--- src/shared/sec_defines.svh ---
// Constants of the scratchpad EEPROM command engine.
`ifndef SEC_DEFINES_SVH
`define SEC_DEFINES_SVH

`define SEC_CMD_WRITE_SP 8'h0F
`define SEC_CMD_READ_SP  8'hAA
`define SEC_CMD_COPY_SP  8'h55
`define SEC_CMD_READ_MEM 8'hF0
`define SEC_LOCK_WP      8'h55
`define SEC_LOCK_EP      8'hAA
`define SEC_ONES         8'hFF
`define SEC_ZERO_BYTE    8'h00
`define SEC_MEM_LAST     16'h008F
`define SEC_MEM_BYTES    144
`define SEC_REG_ROW      8'h80
`define SEC_COPY_BYTE    8'h84
`define SEC_FACT_BYTE    8'h85
`define SEC_USER_LAST    8'h87
`define SEC_ADDR_PROT0   8'h80
`define SEC_ADDR_PROT1   8'h81
`define SEC_ADDR_PROT2   8'h82
`define SEC_ADDR_PROT3   8'h83
`define SEC_ROW_LAST     3'h7
`define SEC_ROW_FIRST    3'h0
`define SEC_BIT_LAST     3'h7
`define SEC_PRE_BYTES    4'h3
`define SEC_IDX_MAX      4'hF
`define SEC_CRC_POLY     16'hA001
`define SEC_CRC_CLEAR    16'h0000
`define SEC_PROG_TIME_US 5000
`define SEC_CLK_MHZ      250
`define SEC_PROG_WRITES  32'h0000_0008

`endif

--- src/shared/sec_pkg.sv ---
// Types and the CRC-16 step shared by the command engine files.
`include "sec_defines.svh"
package sec_pkg;

  typedef enum logic [3:0] {
    SEC_IDLE  = 4'h0,
    SEC_CMD   = 4'h1,
    SEC_ADDR0 = 4'h3,
    SEC_ADDR1 = 4'h2,
    SEC_WDATA = 4'h6,
    SEC_WCRC  = 4'h7,
    SEC_DONE  = 4'h5,
    SEC_TXS   = 4'h4,
    SEC_AUTH  = 4'hC,
    SEC_PROG  = 4'hD,
    SEC_ALT   = 4'hF,
    SEC_FFS   = 4'hE,
    SEC_MRD   = 4'hA
  } sec_state_t;

  function automatic logic [15:0] sec_crc_step(input logic [15:0] c,
                                               input logic        b);
    sec_crc_step = (c >> 1) ^ ((c[0] ^ b) ? `SEC_CRC_POLY : `SEC_CRC_CLEAR);
  endfunction

endpackage

--- src/design/sec_crc16.sv ---
// Bit-serial CRC-16 generator with clear and shift controls.
`timescale 1ns/1ps
`include "sec_defines.svh"
module sec_crc16 (
  input  wire logic        clk,
  input  wire logic        sys_rst,
  input  wire logic        crc_clr,
  input  wire logic        crc_shift,
  input  wire logic        crc_bit,
  output logic      [15:0] crc
);

  logic [15:0] next_crc;

  always_comb
  begin
    next_crc = crc;
    if (crc_clr)
      next_crc = `SEC_CRC_CLEAR;
    else if (crc_shift)
      next_crc = sec_pkg::sec_crc_step(crc, crc_bit);
  end

  always_ff @(posedge clk)
  begin
    if (sys_rst)
      crc <= `SEC_CRC_CLEAR;
    else
      crc <= next_crc;
  end

endmodule

--- src/design/sec_mem.sv ---
// EEPROM array with one read port, one write port and protection bytes.
`timescale 1ns/1ps
`include "sec_defines.svh"
module sec_mem (
  input  wire logic        clk,
  input  wire logic        sys_rst,
  input  wire logic [15:0] rd_addr,
  output logic      [7:0]  rd_data,
  input  wire logic        wr_en,
  input  wire logic [7:0]  wr_addr,
  input  wire logic [7:0]  wr_data,
  output logic      [7:0]  prot_page0,
  output logic      [7:0]  prot_page1,
  output logic      [7:0]  prot_page2,
  output logic      [7:0]  prot_page3,
  output logic      [7:0]  prot_copy,
  output logic      [7:0]  prot_factory
);

  logic [7:0] cells [0:`SEC_MEM_BYTES-1];

  // Reads outside the array return ones.
  assign rd_data = (rd_addr <= `SEC_MEM_LAST) ? cells[rd_addr[7:0]]
                                              : `SEC_ONES;
  assign prot_page0   = cells[`SEC_ADDR_PROT0];
  assign prot_page1   = cells[`SEC_ADDR_PROT1];
  assign prot_page2   = cells[`SEC_ADDR_PROT2];
  assign prot_page3   = cells[`SEC_ADDR_PROT3];
  assign prot_copy    = cells[`SEC_COPY_BYTE];
  assign prot_factory = cells[`SEC_FACT_BYTE];

  // Reset leaves every cell in the erased state.
  always_ff @(posedge clk)
  begin
    if (sys_rst)
    begin
      for (int i = 0; i < `SEC_MEM_BYTES; i++)
        cells[i] <= `SEC_ONES;
    end
    else if (wr_en && ({8'h00, wr_addr} <= `SEC_MEM_LAST))
      cells[wr_addr] <= wr_data;
  end

endmodule

--- src/design/sec_engine.sv ---
// Memory command engine: scratchpad write, read, copy and memory read.
`timescale 1ns/1ps
`include "sec_defines.svh"
module sec_engine #(
  parameter int unsigned PROG_CYCLES = `SEC_PROG_TIME_US * `SEC_CLK_MHZ
) (
  input  wire logic clk,
  input  wire logic sys_rst,
  input  wire logic bus_reset,
  input  wire logic rom_ok,
  input  wire logic slot_valid,
  input  wire logic slot_wbit,
  input  wire logic power_fail,
  input  wire logic od_set,
  input  wire logic od_clear,
  output logic      tx_bit,
  output logic      overdrive_flag,
  output logic      copy_busy
);

  // ********************************************************************
  // Declarations.
  // ********************************************************************
  sec_pkg::sec_state_t state, next_state;
  logic [2:0]  bcnt, next_bcnt;
  logic [7:0]  sh, next_sh;
  logic [7:0]  cmd, next_cmd;
  logic [15:0] ta, next_ta;
  logic [2:0]  e, next_e;
  logic        pf, next_pf;
  logic        aa, next_aa;
  logic [7:0]  sp [0:7];
  logic [7:0]  next_sp [0:7];
  logic [3:0]  idx, next_idx;
  logic        wfirst, next_wfirst;
  logic        auth_ok, next_auth_ok;
  logic [15:0] rdp, next_rdp;
  logic        alt, next_alt;
  logic [31:0] prog, next_prog;
  logic        next_tx, next_od, od_q, txq;
  logic [15:0] crc, crc_fin;
  logic        crc_clr, crc_shift, crc_bit;
  logic [7:0]  rx_byte, es_byte, mem_rd, loaded, rsp_byte, expect_b;
  logic [7:0]  p0, p1, p2, p3, pcopy, pfact, pcode;
  logic [15:0] rd_addr;
  logic [2:0]  off, sp_end, sel_off;
  logic [3:0]  sel;
  logic        byte_end, wp, ep, addr_ok, cprot, mem_wr;

  function automatic logic locked(input logic [7:0] code);
    locked = (code == `SEC_LOCK_WP) || (code == `SEC_LOCK_EP);
  endfunction

  // ********************************************************************
  // Submodules.
  // ********************************************************************
  sec_crc16 u_crc (
    .clk       (clk),
    .sys_rst   (sys_rst),
    .crc_clr   (crc_clr),
    .crc_shift (crc_shift),
    .crc_bit   (crc_bit),
    .crc       (crc)
  );

  sec_mem u_mem (
    .clk          (clk),
    .sys_rst      (sys_rst),
    .rd_addr      (rd_addr),
    .rd_data      (mem_rd),
    .wr_en        (mem_wr),
    .wr_addr      ({ta[7:3], prog[2:0]}),
    .wr_data      (sp[prog[2:0]]),
    .prot_page0   (p0),
    .prot_page1   (p1),
    .prot_page2   (p2),
    .prot_page3   (p3),
    .prot_copy    (pcopy),
    .prot_factory (pfact)
  );

  // ********************************************************************
  // Decoding shared by the commands.
  // ********************************************************************
  assign rx_byte  = {slot_wbit, sh[7:1]};
  assign byte_end = slot_valid && (bcnt == `SEC_BIT_LAST);
  assign es_byte  = {aa, 1'b0, pf, 2'b00, e};
  assign sp_end   = e - ta[2:0];
  assign off      = wfirst ? ta[2:0] : e + 3'h1;
  assign sel      = idx + 4'h1;
  assign sel_off  = ta[2:0] + sel[2:0] - 3'h3;
  assign copy_busy      = (state == sec_pkg::SEC_PROG);
  assign tx_bit         = txq;
  assign overdrive_flag = od_q;

  always_comb
  begin
    rd_addr = rdp;
    if (state == sec_pkg::SEC_ADDR1)
      rd_addr = {rx_byte, rdp[7:0]};
    else if (state == sec_pkg::SEC_WDATA)
      rd_addr = {ta[15:3], off};
  end

  // Protection of the byte being loaded into the scratchpad.
  always_comb
  begin
    case (ta[6:5])
      2'h0:    pcode = p0;
      2'h1:    pcode = p1;
      2'h2:    pcode = p2;
      default: pcode = p3;
    endcase
    wp = 1'b0;
    ep = 1'b0;
    if (ta[15:8] != `SEC_ZERO_BYTE)
      wp = 1'b1;
    else if (ta[7:0] < `SEC_REG_ROW)
    begin
      wp = (pcode == `SEC_LOCK_WP);
      ep = (pcode == `SEC_LOCK_EP);
    end
    else if (rd_addr[7:0] <= `SEC_COPY_BYTE)
      wp = locked(mem_rd);
    else if (rd_addr[7:0] == `SEC_FACT_BYTE)
      wp = locked(pfact);
    else if (rd_addr[7:0] <= `SEC_USER_LAST)
      wp = (pfact == `SEC_LOCK_EP);
    else
      wp = 1'b1;
    loaded = rx_byte;
    if (wp)
      loaded = mem_rd;
    else if (ep)
      loaded = rx_byte & mem_rd;
  end

  // Copy is allowed only to aligned, existing, unprotected rows.
  always_comb
  begin
    addr_ok = (ta[15:8] == `SEC_ZERO_BYTE) && (ta[7:0] <= `SEC_USER_LAST)
              && (ta[2:0] == `SEC_ROW_FIRST);
    cprot   = locked(pcopy) && ((ta[7:0] >= `SEC_REG_ROW)
              || (pcode == `SEC_LOCK_WP));
    case (idx[1:0])
      2'h0:    expect_b = ta[7:0];
      2'h1:    expect_b = ta[15:8];
      default: expect_b = es_byte;
    endcase
  end

  // Byte stream of the scratchpad read.
  always_comb
  begin
    crc_fin = sec_pkg::sec_crc_step(crc, crc_bit);
    if (sel == 4'h1)
      rsp_byte = ta[15:8];
    else if (sel == 4'h2)
      rsp_byte = es_byte;
    else if (sel <= `SEC_PRE_BYTES + {1'b0, sp_end})
      rsp_byte = sp[sel_off];
    else if (sel == `SEC_PRE_BYTES + {1'b0, sp_end} + 4'h1)
      rsp_byte = ~crc_fin[7:0];
    else if (sel == `SEC_PRE_BYTES + {1'b0, sp_end} + 4'h2)
      rsp_byte = ~crc[15:8];
    else
      rsp_byte = `SEC_ONES;
  end

  // ********************************************************************
  // Command sequencer.
  // ********************************************************************
  always_comb
  begin
    next_state   = state;
    next_bcnt    = bcnt;
    next_sh      = sh;
    next_cmd     = cmd;
    next_ta      = ta;
    next_e       = e;
    next_pf      = pf;
    next_aa      = aa;
    next_sp      = sp;
    next_idx     = idx;
    next_wfirst  = wfirst;
    next_auth_ok = auth_ok;
    next_rdp     = rdp;
    next_alt     = alt;
    next_prog    = prog;
    mem_wr       = 1'b0;
    crc_clr      = 1'b0;
    crc_bit      = slot_wbit;
    crc_shift    = 1'b0;
    if (slot_valid)
    begin
      next_bcnt = bcnt + 3'h1;
      next_sh   = rx_byte;
    end
    case (state)
      sec_pkg::SEC_IDLE:
      begin
        next_bcnt = 3'h0;
        if (rom_ok)
        begin
          next_state = sec_pkg::SEC_CMD;
          crc_clr    = 1'b1;
        end
      end
      sec_pkg::SEC_CMD:
      begin
        crc_shift = slot_valid;
        if (byte_end)
        begin
          next_cmd = rx_byte;
          next_idx = 4'h0;
          if (rx_byte == `SEC_CMD_WRITE_SP || rx_byte == `SEC_CMD_READ_MEM)
            next_state = sec_pkg::SEC_ADDR0;
          else if (rx_byte == `SEC_CMD_READ_SP)
          begin
            next_state = sec_pkg::SEC_TXS;
            next_sh    = ta[7:0];
          end
          else if (rx_byte == `SEC_CMD_COPY_SP)
          begin
            next_state   = sec_pkg::SEC_AUTH;
            next_auth_ok = 1'b1;
          end
          else
            next_state = sec_pkg::SEC_DONE;
        end
      end
      sec_pkg::SEC_ADDR0:
      begin
        crc_shift = slot_valid;
        if (byte_end)
        begin
          next_state = sec_pkg::SEC_ADDR1;
          if (cmd == `SEC_CMD_WRITE_SP)
            next_ta[7:0] = rx_byte;
          else
            next_rdp[7:0] = rx_byte;
        end
      end
      sec_pkg::SEC_ADDR1:
      begin
        crc_shift = slot_valid;
        if (byte_end && cmd == `SEC_CMD_WRITE_SP)
        begin
          next_state    = sec_pkg::SEC_WDATA;
          next_ta[15:8] = rx_byte;
          next_e        = ta[2:0];
          next_pf       = 1'b1;
          next_wfirst   = 1'b1;
        end
        else if (byte_end)
        begin
          next_state = sec_pkg::SEC_MRD;
          next_sh    = mem_rd;
          next_rdp   = rd_addr + 16'h0001;
        end
      end
      sec_pkg::SEC_WDATA:
      begin
        crc_shift = slot_valid;
        if (byte_end)
        begin
          next_sp[off] = loaded;
          next_e       = off;
          next_aa      = 1'b0;
          next_wfirst  = 1'b0;
          if (off == `SEC_ROW_LAST)
          begin
            next_pf    = 1'b0;
            next_state = sec_pkg::SEC_WCRC;
            next_sh    = ~crc_fin[7:0];
          end
        end
      end
      sec_pkg::SEC_WCRC:
      begin
        if (slot_valid)
          next_sh = {1'b1, sh[7:1]};
        if (byte_end && idx == 4'h0)
        begin
          next_idx = 4'h1;
          next_sh  = ~crc[15:8];
        end
        else if (byte_end)
          next_state = sec_pkg::SEC_DONE;
      end
      sec_pkg::SEC_TXS:
      begin
        crc_bit   = sh[0];
        crc_shift = slot_valid
                    && (idx <= `SEC_PRE_BYTES + {1'b0, sp_end});
        if (slot_valid)
          next_sh = {1'b1, sh[7:1]};
        if (byte_end)
        begin
          next_sh = rsp_byte;
          if (idx != `SEC_IDX_MAX)
            next_idx = sel;
        end
      end
      sec_pkg::SEC_AUTH:
      begin
        if (byte_end)
        begin
          next_auth_ok = auth_ok && (rx_byte == expect_b);
          next_idx     = sel;
          if (idx == 4'h2)
          begin
            if (next_auth_ok && addr_ok && !pf && !cprot)
            begin
              next_aa    = 1'b1;
              next_state = sec_pkg::SEC_PROG;
              next_prog  = 32'h0;
            end
            else
              next_state = sec_pkg::SEC_DONE;
          end
        end
      end
      sec_pkg::SEC_PROG:
      begin
        mem_wr    = (prog < `SEC_PROG_WRITES);
        next_prog = prog + 32'h1;
        if (power_fail)
          next_state = sec_pkg::SEC_FFS;
        else if (prog >= PROG_CYCLES - 32'h1)
        begin
          next_state = sec_pkg::SEC_ALT;
          next_alt   = 1'b0;
        end
      end
      sec_pkg::SEC_ALT:
      begin
        if (slot_valid)
          next_alt = ~alt;
      end
      sec_pkg::SEC_MRD:
      begin
        if (slot_valid)
          next_sh = {1'b1, sh[7:1]};
        if (byte_end)
        begin
          next_sh = mem_rd;
          if (rdp <= `SEC_MEM_LAST)
            next_rdp = rdp + 16'h0001;
        end
      end
      default:
        next_bcnt = 3'h0;
    endcase
    if (power_fail)
      next_pf = 1'b1;
    if (bus_reset)
      next_state = sec_pkg::SEC_IDLE;
    case (next_state)
      sec_pkg::SEC_TXS, sec_pkg::SEC_WCRC, sec_pkg::SEC_MRD:
        next_tx = next_sh[0];
      sec_pkg::SEC_ALT:
        next_tx = next_alt;
      default:
        next_tx = 1'b1;
    endcase
    next_od = od_clear ? 1'b0 : (od_set ? 1'b1 : od_q);
  end

  always_ff @(posedge clk)
  begin
    if (sys_rst)
    begin
      state   <= sec_pkg::SEC_IDLE;
      bcnt    <= 3'h0;
      sh      <= `SEC_ONES;
      cmd     <= `SEC_ZERO_BYTE;
      ta      <= 16'h0000;
      e       <= 3'h0;
      pf      <= 1'b1;
      aa      <= 1'b0;
      sp      <= '{default: `SEC_ONES};
      idx     <= 4'h0;
      wfirst  <= 1'b0;
      auth_ok <= 1'b0;
      rdp     <= 16'h0000;
      alt     <= 1'b0;
      prog    <= 32'h0;
      txq     <= 1'b1;
      od_q    <= 1'b0;
    end
    else
    begin
      state   <= next_state;
      bcnt    <= next_bcnt;
      sh      <= next_sh;
      cmd     <= next_cmd;
      ta      <= next_ta;
      e       <= next_e;
      pf      <= next_pf;
      aa      <= next_aa;
      sp      <= next_sp;
      idx     <= next_idx;
      wfirst  <= next_wfirst;
      auth_ok <= next_auth_ok;
      rdp     <= next_rdp;
      alt     <= next_alt;
      prog    <= next_prog;
      txq     <= next_tx;
      od_q    <= next_od;
    end
  end

endmodule

--- config.mk ---
export PLATFORM = sky130hd
export DESIGN_NAME = sec_engine
export DESIGN_NICKNAME = d
export VERILOG_FILES = /design/src/shared/sec_pkg.sv /design/src/design/sec_crc16.sv /design/src/design/sec_mem.sv /design/src/design/sec_engine.sv
export VERILOG_INCLUDE_DIRS = /design/src /design/src/shared
export SDC_FILE = /design/constraint.sdc
export NUM_CORES = 2
export LEC_CHECK = 0
export BUFFER_PORTS_ARGS = -buffer_cell sky130_fd_sc_hd__buf_2
export CELL_PAD_IN_SITES_DETAIL_PLACEMENT = 1
export CELL_PAD_IN_SITES_GLOBAL_PLACEMENT = 1
export CORE_MARGIN = 2
export CORE_UTILIZATION = 35
export DETAILED_ROUTE_END_ITERATION = 16
export GPL_ROUTABILITY_DRIVEN = 0
export HOLD_SLACK_MARGIN = 0.12
export PLACE_DENSITY = 0.69
export RECOVER_POWER = 25
export SYNTH_ARGS = -nofsm -noshare
export SYNTH_HDL_FRONTEND = slang
export SYNTH_SLANG_ARGS = --single-unit
--- constraint.sdc ---
create_clock -name clk -period 7.8 [get_ports clk]
set_input_delay 1.17 -clock clk [delete_from_list [all_inputs] [get_ports clk]]
set_output_delay 1.17 -clock clk [all_outputs]
set_load 0.05 [all_outputs]
# Word-level counts from Yosys, hierarchy flattened
# Memory sizes are Yosys's and may differ from the RTL's.
# Cells that the tools add are included.
# totals
regBits	181
latch_bits	0
ram_bits	1152
mem_bits_ro	0
in_bits	9
word_cells	296
mem_count	1
# memory_table
name	words	word_bits	rd	rd_clocked_by_memory_dff	wr	line	rtl
u_mem.cells	144	8	7	0	144	sec_mem.sv:20	logic [7:0] cells [0:`SEC_MEM_BYTES-1];
# op_classes
add_sub_neg	12
mul	0
n_div	0
n_lt_le_gt_ge	16
n_eq_ne	59
shift	0
muxes	117
bitwise	10
n_reduce_logical	54
# op_table
op	count
2-to-1 mux 8 bit	29
2-to-1 mux 16 bit	7
2-to-1 mux 32 bit	3
2-to-1 mux 4 bit	23
bitwise mux 64 bit	1
case mux 32 bit (2 select lines)	1
equality test 8 bit (second input constant)	7
binary-select mux 8 bit (select 3 bit)	2
case mux 8 bit (3 select lines)	2
case mux 8 bit (6 select lines)	1
equality test 8 x 7 -> 1 bit (second input constant)	5
!= test 2 bit (second input constant)	17
adder 16 x 1 -> 16 bit (second input constant)	2
adder 32 x 1 -> 32 bit (second input constant)	1
>= comparator 32 x 21 -> 1 bit (second input constant)	1
<= comparator 16 x 8 -> 1 bit (second input constant)	2
<= comparator 8 bit (second input constant)	4
< comparator 32 x 4 -> 1 bit (second input constant)	1
2-to-1 mux 1 bit	32
case mux 4 bit (8 select lines)	1
case mux 8 bit (2 select lines)	2
demux 8 bit (select 3 bit)	1
equality test 4 bit (second input constant)	6
equality test 4 x 3 -> 1 bit (second input constant)	5
other kinds (54)	112

# Longest topological paths before layout
# logic_depth
word_depth	15
depth_mapped	21
depth_no_buf	19

# Cells and area by module
# A second synthesis with hierarchy kept.
# hier_totals
cells_unflattened	5098
area_unflattened_um2	70830.4
# modules_own_cells
mod	n_inst	cells_per_inst	area_per_inst_um2
sec_mem	1	3738	59359.4
sec_engine	1	1300	10865.4
sec_crc16	1	60	605.6

# Least setup slack after synthesis
# No wires, ideal clock.
# synth_path
kind	register to register
from	reg e[0]
to	reg u_crc.crc[10]
setup_time_ns	0.128
t_arrival_ns	4.569
t_required_ns	7.672
slack_ns	3.103
path_stages_with_launch	18
n_path_buf	1
synth_period_minus_slack_ns	4.697
cell_sequence	dfxtp_1 inv_1 ha_1 fa_1 xor2_1 xnor2_1 xor2_1 inv_1 ha_1 o21ai_0 nand2b_1 a21oi_1 a41o_1 a211oi_1 a2111oi_1 clkbuf_1 mux2i_1 nor2_1
# synth_between
elab_chain_len	5
# synth_rtl
item	line	rtl
start, declared	sec_engine.sv:29	logic [2:0] e, next_e;
start signal, assigned	sec_engine.sv:399	e <= next_e;
subtractor 3 bit	sec_engine.sv:88	assign sp_end = e - ta[2:0];
adder 2 x 3 -> 4 bit (no line)	--	
<= comparator 4 bit	sec_engine.sv:295	&& (idx <= `SEC_PRE_BYTES + {1'b0, sp_end});
logical AND 1 bit	sec_engine.sv:294	crc_shift = slot_valid
case mux 1 bit (2 select lines)	sec_engine.sv:199	case (state)
end signal, assigned	sec_crc16.sv:27	crc <= `SEC_CRC_CLEAR;
end signal, assigned	sec_crc16.sv:29	crc <= next_crc;
end, declared	sec_crc16.sv:10	output logic [15:0] crc
# Every way passes these cells.
# A chain may end at the register's enable or synchronous reset.

==> flow_results.xml <==
<?xml version="1.0" encoding="UTF-8"?>
<metrics>
  <group name="status">
    <metric name="run_status" unit="">finished with violations</metric>
    <metric name="violations_in_the_final_reports" unit="">capacitance limit, slew limit</metric>
  </group>
  <group name="synth">
    <metric name="yosys_warnings" unit="">0</metric>
    <metric name="yosysUniqueCellTypes" unit="">107</metric>
    <metric name="synthesis.area" unit="sq um">70600</metric>
    <metric name="yosys_most_used_dff" unit="">edfxtp_1</metric>
    <metric name="synth_seq_area_share" unit="%">62.3</metric>
    <metric name="synth_area_per_cell" unit="sq um">11.7</metric>
    <metric name="asyncSetResetFlopFracSynth" unit="%">0</metric>
    <metric name="synth-seq-cells" unit="">1525</metric>
    <metric name="netlist_instances" unit="">6024</metric>
    <metric name="synth_enable_flop_cells" unit="">1344</metric>
  </group>
  <group name="critical_path">
    <metric name="crit_path_cell_trace" unit="">clkbuf_1 &gt; nor3_1 &gt; nand4_1 &gt; nor4_1 &gt; clkbuf_1 &gt; nand2_1 &gt; nor2_1 &gt; buf_4 &gt; a21o_1</metric>
    <metric name="cp_data_required_time" unit="ns">8.24</metric>
    <metric name="worst_ep_arrival_time" unit="ns">7.77</metric>
    <metric name="worst_r2r_endpoint" unit="">sp[32]$_SDFFE_PP1P_</metric>
    <metric name="timing.rr.start" unit="">wfirst$_SDFFE_PP0P_</metric>
    <metric name="worst_r2r_path_depth" unit="">16</metric>
    <metric name="rrSetupSlack" unit="ns">0.50</metric>
    <metric name="worst_path_max_delay_cell" unit="">nor2_1</metric>
    <metric name="path_common_cell" unit="">clkbuf_1</metric>
    <metric name="path_class" unit="">in -&gt; reg</metric>
    <metric name="critPathMaxFanout" unit="">44</metric>
    <metric name="worst_setup_path_end_kind" unit="">flop</metric>
    <metric name="crit_path_max_incr_delay" unit="ns">2.58</metric>
    <metric name="setup.worst_path.start_class" unit="">primary input</metric>
  </group>
  <group name="hold_path">
    <metric name="hp-class" unit="">reg -&gt; reg</metric>
    <metric name="holdCritStartpoint" unit="">cmd[6]$_SDFFE_PP0P_</metric>
    <metric name="holdPathStages" unit="">2</metric>
    <metric name="min_delay_worst_endpoint" unit="">cmd[6]$_SDFFE_PP0P_</metric>
  </group>
  <group name="final_layout">
    <metric name="drive_above_1_share" unit="%">10.8</metric>
    <metric name="layout.cells.non_filler" unit="">8942</metric>
    <metric name="layout-area-overhead-vs-synth" unit="%">12.9</metric>
    <metric name="nNetsFinal" unit="">6188</metric>
  </group>
  <group name="route">
    <metric name="via_count" unit="">55700</metric>
    <metric name="drcViolationCount" unit="">0</metric>
    <metric name="final_antenna_net_count" unit="">0</metric>
    <metric name="drt-wirelength-per-cell" unit="microns">33.8</metric>
    <metric name="post_drt_via_cell_ratio" unit="">6.22</metric>
    <metric name="dr.pass1.iters" unit="">9</metric>
    <metric name="wl" unit="microns">302000</metric>
    <metric name="detailedRoute.firstIterationViolations" unit="">9356</metric>
  </group>
  <group name="global_routing">
    <metric name="grt_max_degree" unit="">96</metric>
    <metric name="grt_pass1_wl" unit="microns">420000</metric>
    <metric name="grt_antenna_before_repair" unit="">27</metric>
    <metric name="groute.usage.overall" unit="%">28.8</metric>
    <metric name="grt_pass1_vias" unit="">53900</metric>
    <metric name="overflow" unit="">0</metric>
  </group>
  <group name="pwr">
    <metric name="intPower" unit="W">0.0136</metric>
    <metric name="static-leakage-power" unit="nW">25.4</metric>
    <metric name="powerDensity" unit="nW/um^2">221</metric>
    <metric name="p_switching" unit="W">0.00403</metric>
    <metric name="peak_supply_drop" unit="mV">0.230</metric>
    <metric name="netSwitchingFraction" unit="%">22.8</metric>
    <metric name="pwr-share-clk" unit="%">44.1</metric>
    <metric name="power_frac_comb" unit="%">3.2</metric>
    <metric name="p_seq_share" unit="%">52.7</metric>
  </group>
  <group name="clocking">
    <metric name="cts_hold_buffers" unit="">0</metric>
    <metric name="tritoncts_num_sinks" unit="">1525</metric>
    <metric name="tritoncts" unit="">yes</metric>
    <metric name="post_cts_resized" unit="">0</metric>
    <metric name="clock_path_buffers" unit="">3</metric>
    <metric name="clk_pin_slew" unit="ns">0.06</metric>
    <metric name="clkLatencyLatePin" unit="ns">0.86</metric>
    <metric name="post-cts-setup-buffers" unit="">0</metric>
    <metric name="ctsRootBufferMaster" unit="">clkbuf_16</metric>
    <metric name="cts_max_level" unit="">4</metric>
    <metric name="cts_made_buffers" unit="">165</metric>
  </group>
  <group name="floorplan">
    <metric name="design.die.area" unit="sq um">205000</metric>
    <metric name="die_height" unit="microns">453</metric>
    <metric name="ioPinCount" unit="">12</metric>
    <metric name="start_util" unit="%">35.3</metric>
    <metric name="fp.dieW" unit="microns">453</metric>
    <metric name="std_cell_rows" unit="">164</metric>
    <metric name="core_region_area" unit="sq um">200000</metric>
  </group>
  <group name="placement">
    <metric name="dp_hpwl" unit="microns">207000</metric>
    <metric name="port_buf_inserts" unit="">11</metric>
    <metric name="dp.cells" unit="">8638</metric>
  </group>
  <group name="flow_run">
    <metric name="cap_violations" unit="">19</metric>
  </group>
  <group name="sta">
    <metric name="min_period_over_period" unit="%">93.9</metric>
    <metric name="sum_of_negative_setup_slack" unit="ns">0</metric>
    <metric name="final_hold_viol_count" unit="">0</metric>
    <metric name="drv_slew" unit="">738</metric>
    <metric name="worst_slew_margin_rel" unit="%">-164</metric>
    <metric name="max_slew.worst_pin.slew" unit="ns">3.96</metric>
    <metric name="grt_setup_unrepaired" unit="">false</metric>
    <metric name="fin_worst_skew" unit="ns">0.0543</metric>
    <metric name="fin_crit" unit="ns">7.33</metric>
    <metric name="max_clock_freq" unit="MHz">137</metric>
    <metric name="setup_viol" unit="">0</metric>
  </group>
</metrics>
-- final cells by class --
class                           instances  area [sq um]
Inverter                               37           156
Sequential cell                      1525         44000
Tap cell                             2656          3320
Fill cell                           21500        120000
Antenna cell                            9          22.5
Clock buffer                          208          4460
Timing Repair Buffer                  201          1550
Multi-Input combinational cell       4219         25500
Clock inverter                         87           708
-- synth_stat cells, types with 37 or more instances --
library cell / instances / area share, %
buf_4: 39 / 0.41
a21o_1: 132 / 1.4
mux4_2: 181 / 5.8
dfxtp_1: 181 / 5.1
a21oi_1: 167 / 1.2
and3_1: 64 / 0.57
buf_1: 38 / 0.20
buf_2: 75 / 0.53
a22oi_1: 98 / 1.0
nor2_1: 406 / 2.2
a31oi_1: 42 / 0.37
nand3_1: 168 / 1.2
o21a_1: 44 / 0.47
nand2_1: 1747 / 9.3
a211oi_1: 46 / 0.49
o21ai_0: 77 / 0.55
clkbuf_1: 269 / 1.4
nor3_1: 56 / 0.40
mux2i_1: 153 / 2.2
edfxtp_1: 1344 / 57
nand4_1: 37 / 0.33
-- cells in the final DEF, fill, tap and decap left out, types with 98 or more instances in the layout --
cell type  count
conb_1       192
nand3_1      168
mux4_2       181
a21o_1       132
nor2_1       399
dfxtp_1      181
edfxtp_1    1344
nand2_1     1746
a21oi_1      166
a22oi_1       98
buf_4        143
mux2i_1      146
clkbuf_16    170
-- per-layer routing --
metal,wire [microns],track usage [%],vias up
met3,42000,10.3,928
li1,-,-,22100
met4,20100,15.9,32
met1,112000,37.3,28300
met5,257,0.163,-
met2,128000,41.8,4234
-- power groups by stage --
| stage | Sequential [W] | Clock, W | Combinational [W] |
|---|---|---|---|
| finish | 0.00930 | 0.00777 | 0.000571 |
| detailed placement | 0.00946 | 0 | 0.000538 |
| floorplan | 0.00938 | 0 | 0.000302 |
| global route | 0.00931 | 0.00808 | 0.000583 |
| CTS | 0.00929 | 0.00780 | 0.000541 |
| global placement | 0.00944 | 0 | 0.000532 |
-- stage by stage --
stage | power [W] | area, sq um | hold WS, ns | util (%) | setup WS, ns
floorplan | 0.00968 | 71300 | 0.431 | - | 3.10
global placement | 0.00997 | 74700 | 0.440 | 37.3 | 1.07
detailed placement | 0.0100 | 74700 | 0.450 | 37.3 | 0.997
CTS | 0.0176 | 79900 | 0.458 | 39.9 | 0.978
global route | 0.0180 | 79700 | 0.482 | 39.8 | 0.463
finish | 0.0176 | 79700 | 0.459 | 39.8 | 0.474
-- registers in the layout (all words and copies together), names as in the netlist --
name	cells
e	3
alt	1
u_mem.cells	1344
cmd	8
overdrive_flag	1
prog	32
bcnt	3
state	4
u_crc.crc	16
ta	16
sh	8
pf	1
rdp	16
idx	4
sp	64
wfirst	1
aa	1
auth_ok	1
tx_bit	1
-- logic make-up after synthesis --
kind of cell,count (synthesis),synth area share (%)
fa+ha+maj,30,0.542
flops,1525,62.3
compound gates,918,9.38
simple gates,2655,15.6
xor+xnor,68,0.854
other cells,1,0.00531
mux,356,8.30
buf+inv,471,2.99
-- how the worst max path moves through the flow --
stage                         from                                end  slack [ns]  depth (start not counted)
2_1_floorplan    e[0]$_SDFFE_PP0P_         u_crc.crc[10]$_SDFFE_PP0P_        3.10                         17
5_1_grt                    sys_rst  u_mem.cells[125][7]$_SDFFCE_PN1P_        0.46                          9
6_report                   sys_rst  u_mem.cells[125][3]$_SDFFCE_PN1P_        0.47                          9
4_1_cts        state[0]$_SDFF_PP0_                sp[24]$_SDFFE_PP1P_        0.98                         18
3_5_place_dp   state[0]$_SDFF_PP0_                 sp[4]$_SDFFE_PP1P_         1.0                         18
3_3_place_gp   state[0]$_SDFF_PP0_                 sp[0]$_SDFFE_PP1P_        1.07                         18
-- worst max-delay path, delay by kind of cell --
| kind | cells | cell delay (ns) |
|---|---|---|
| compound gates | 1 | 0.47 |
| buf+inv | 3 | 2.16 |
| simple gates | 5 | 3.90 |
Note: power is estimated with default switching activity, not from simulation.
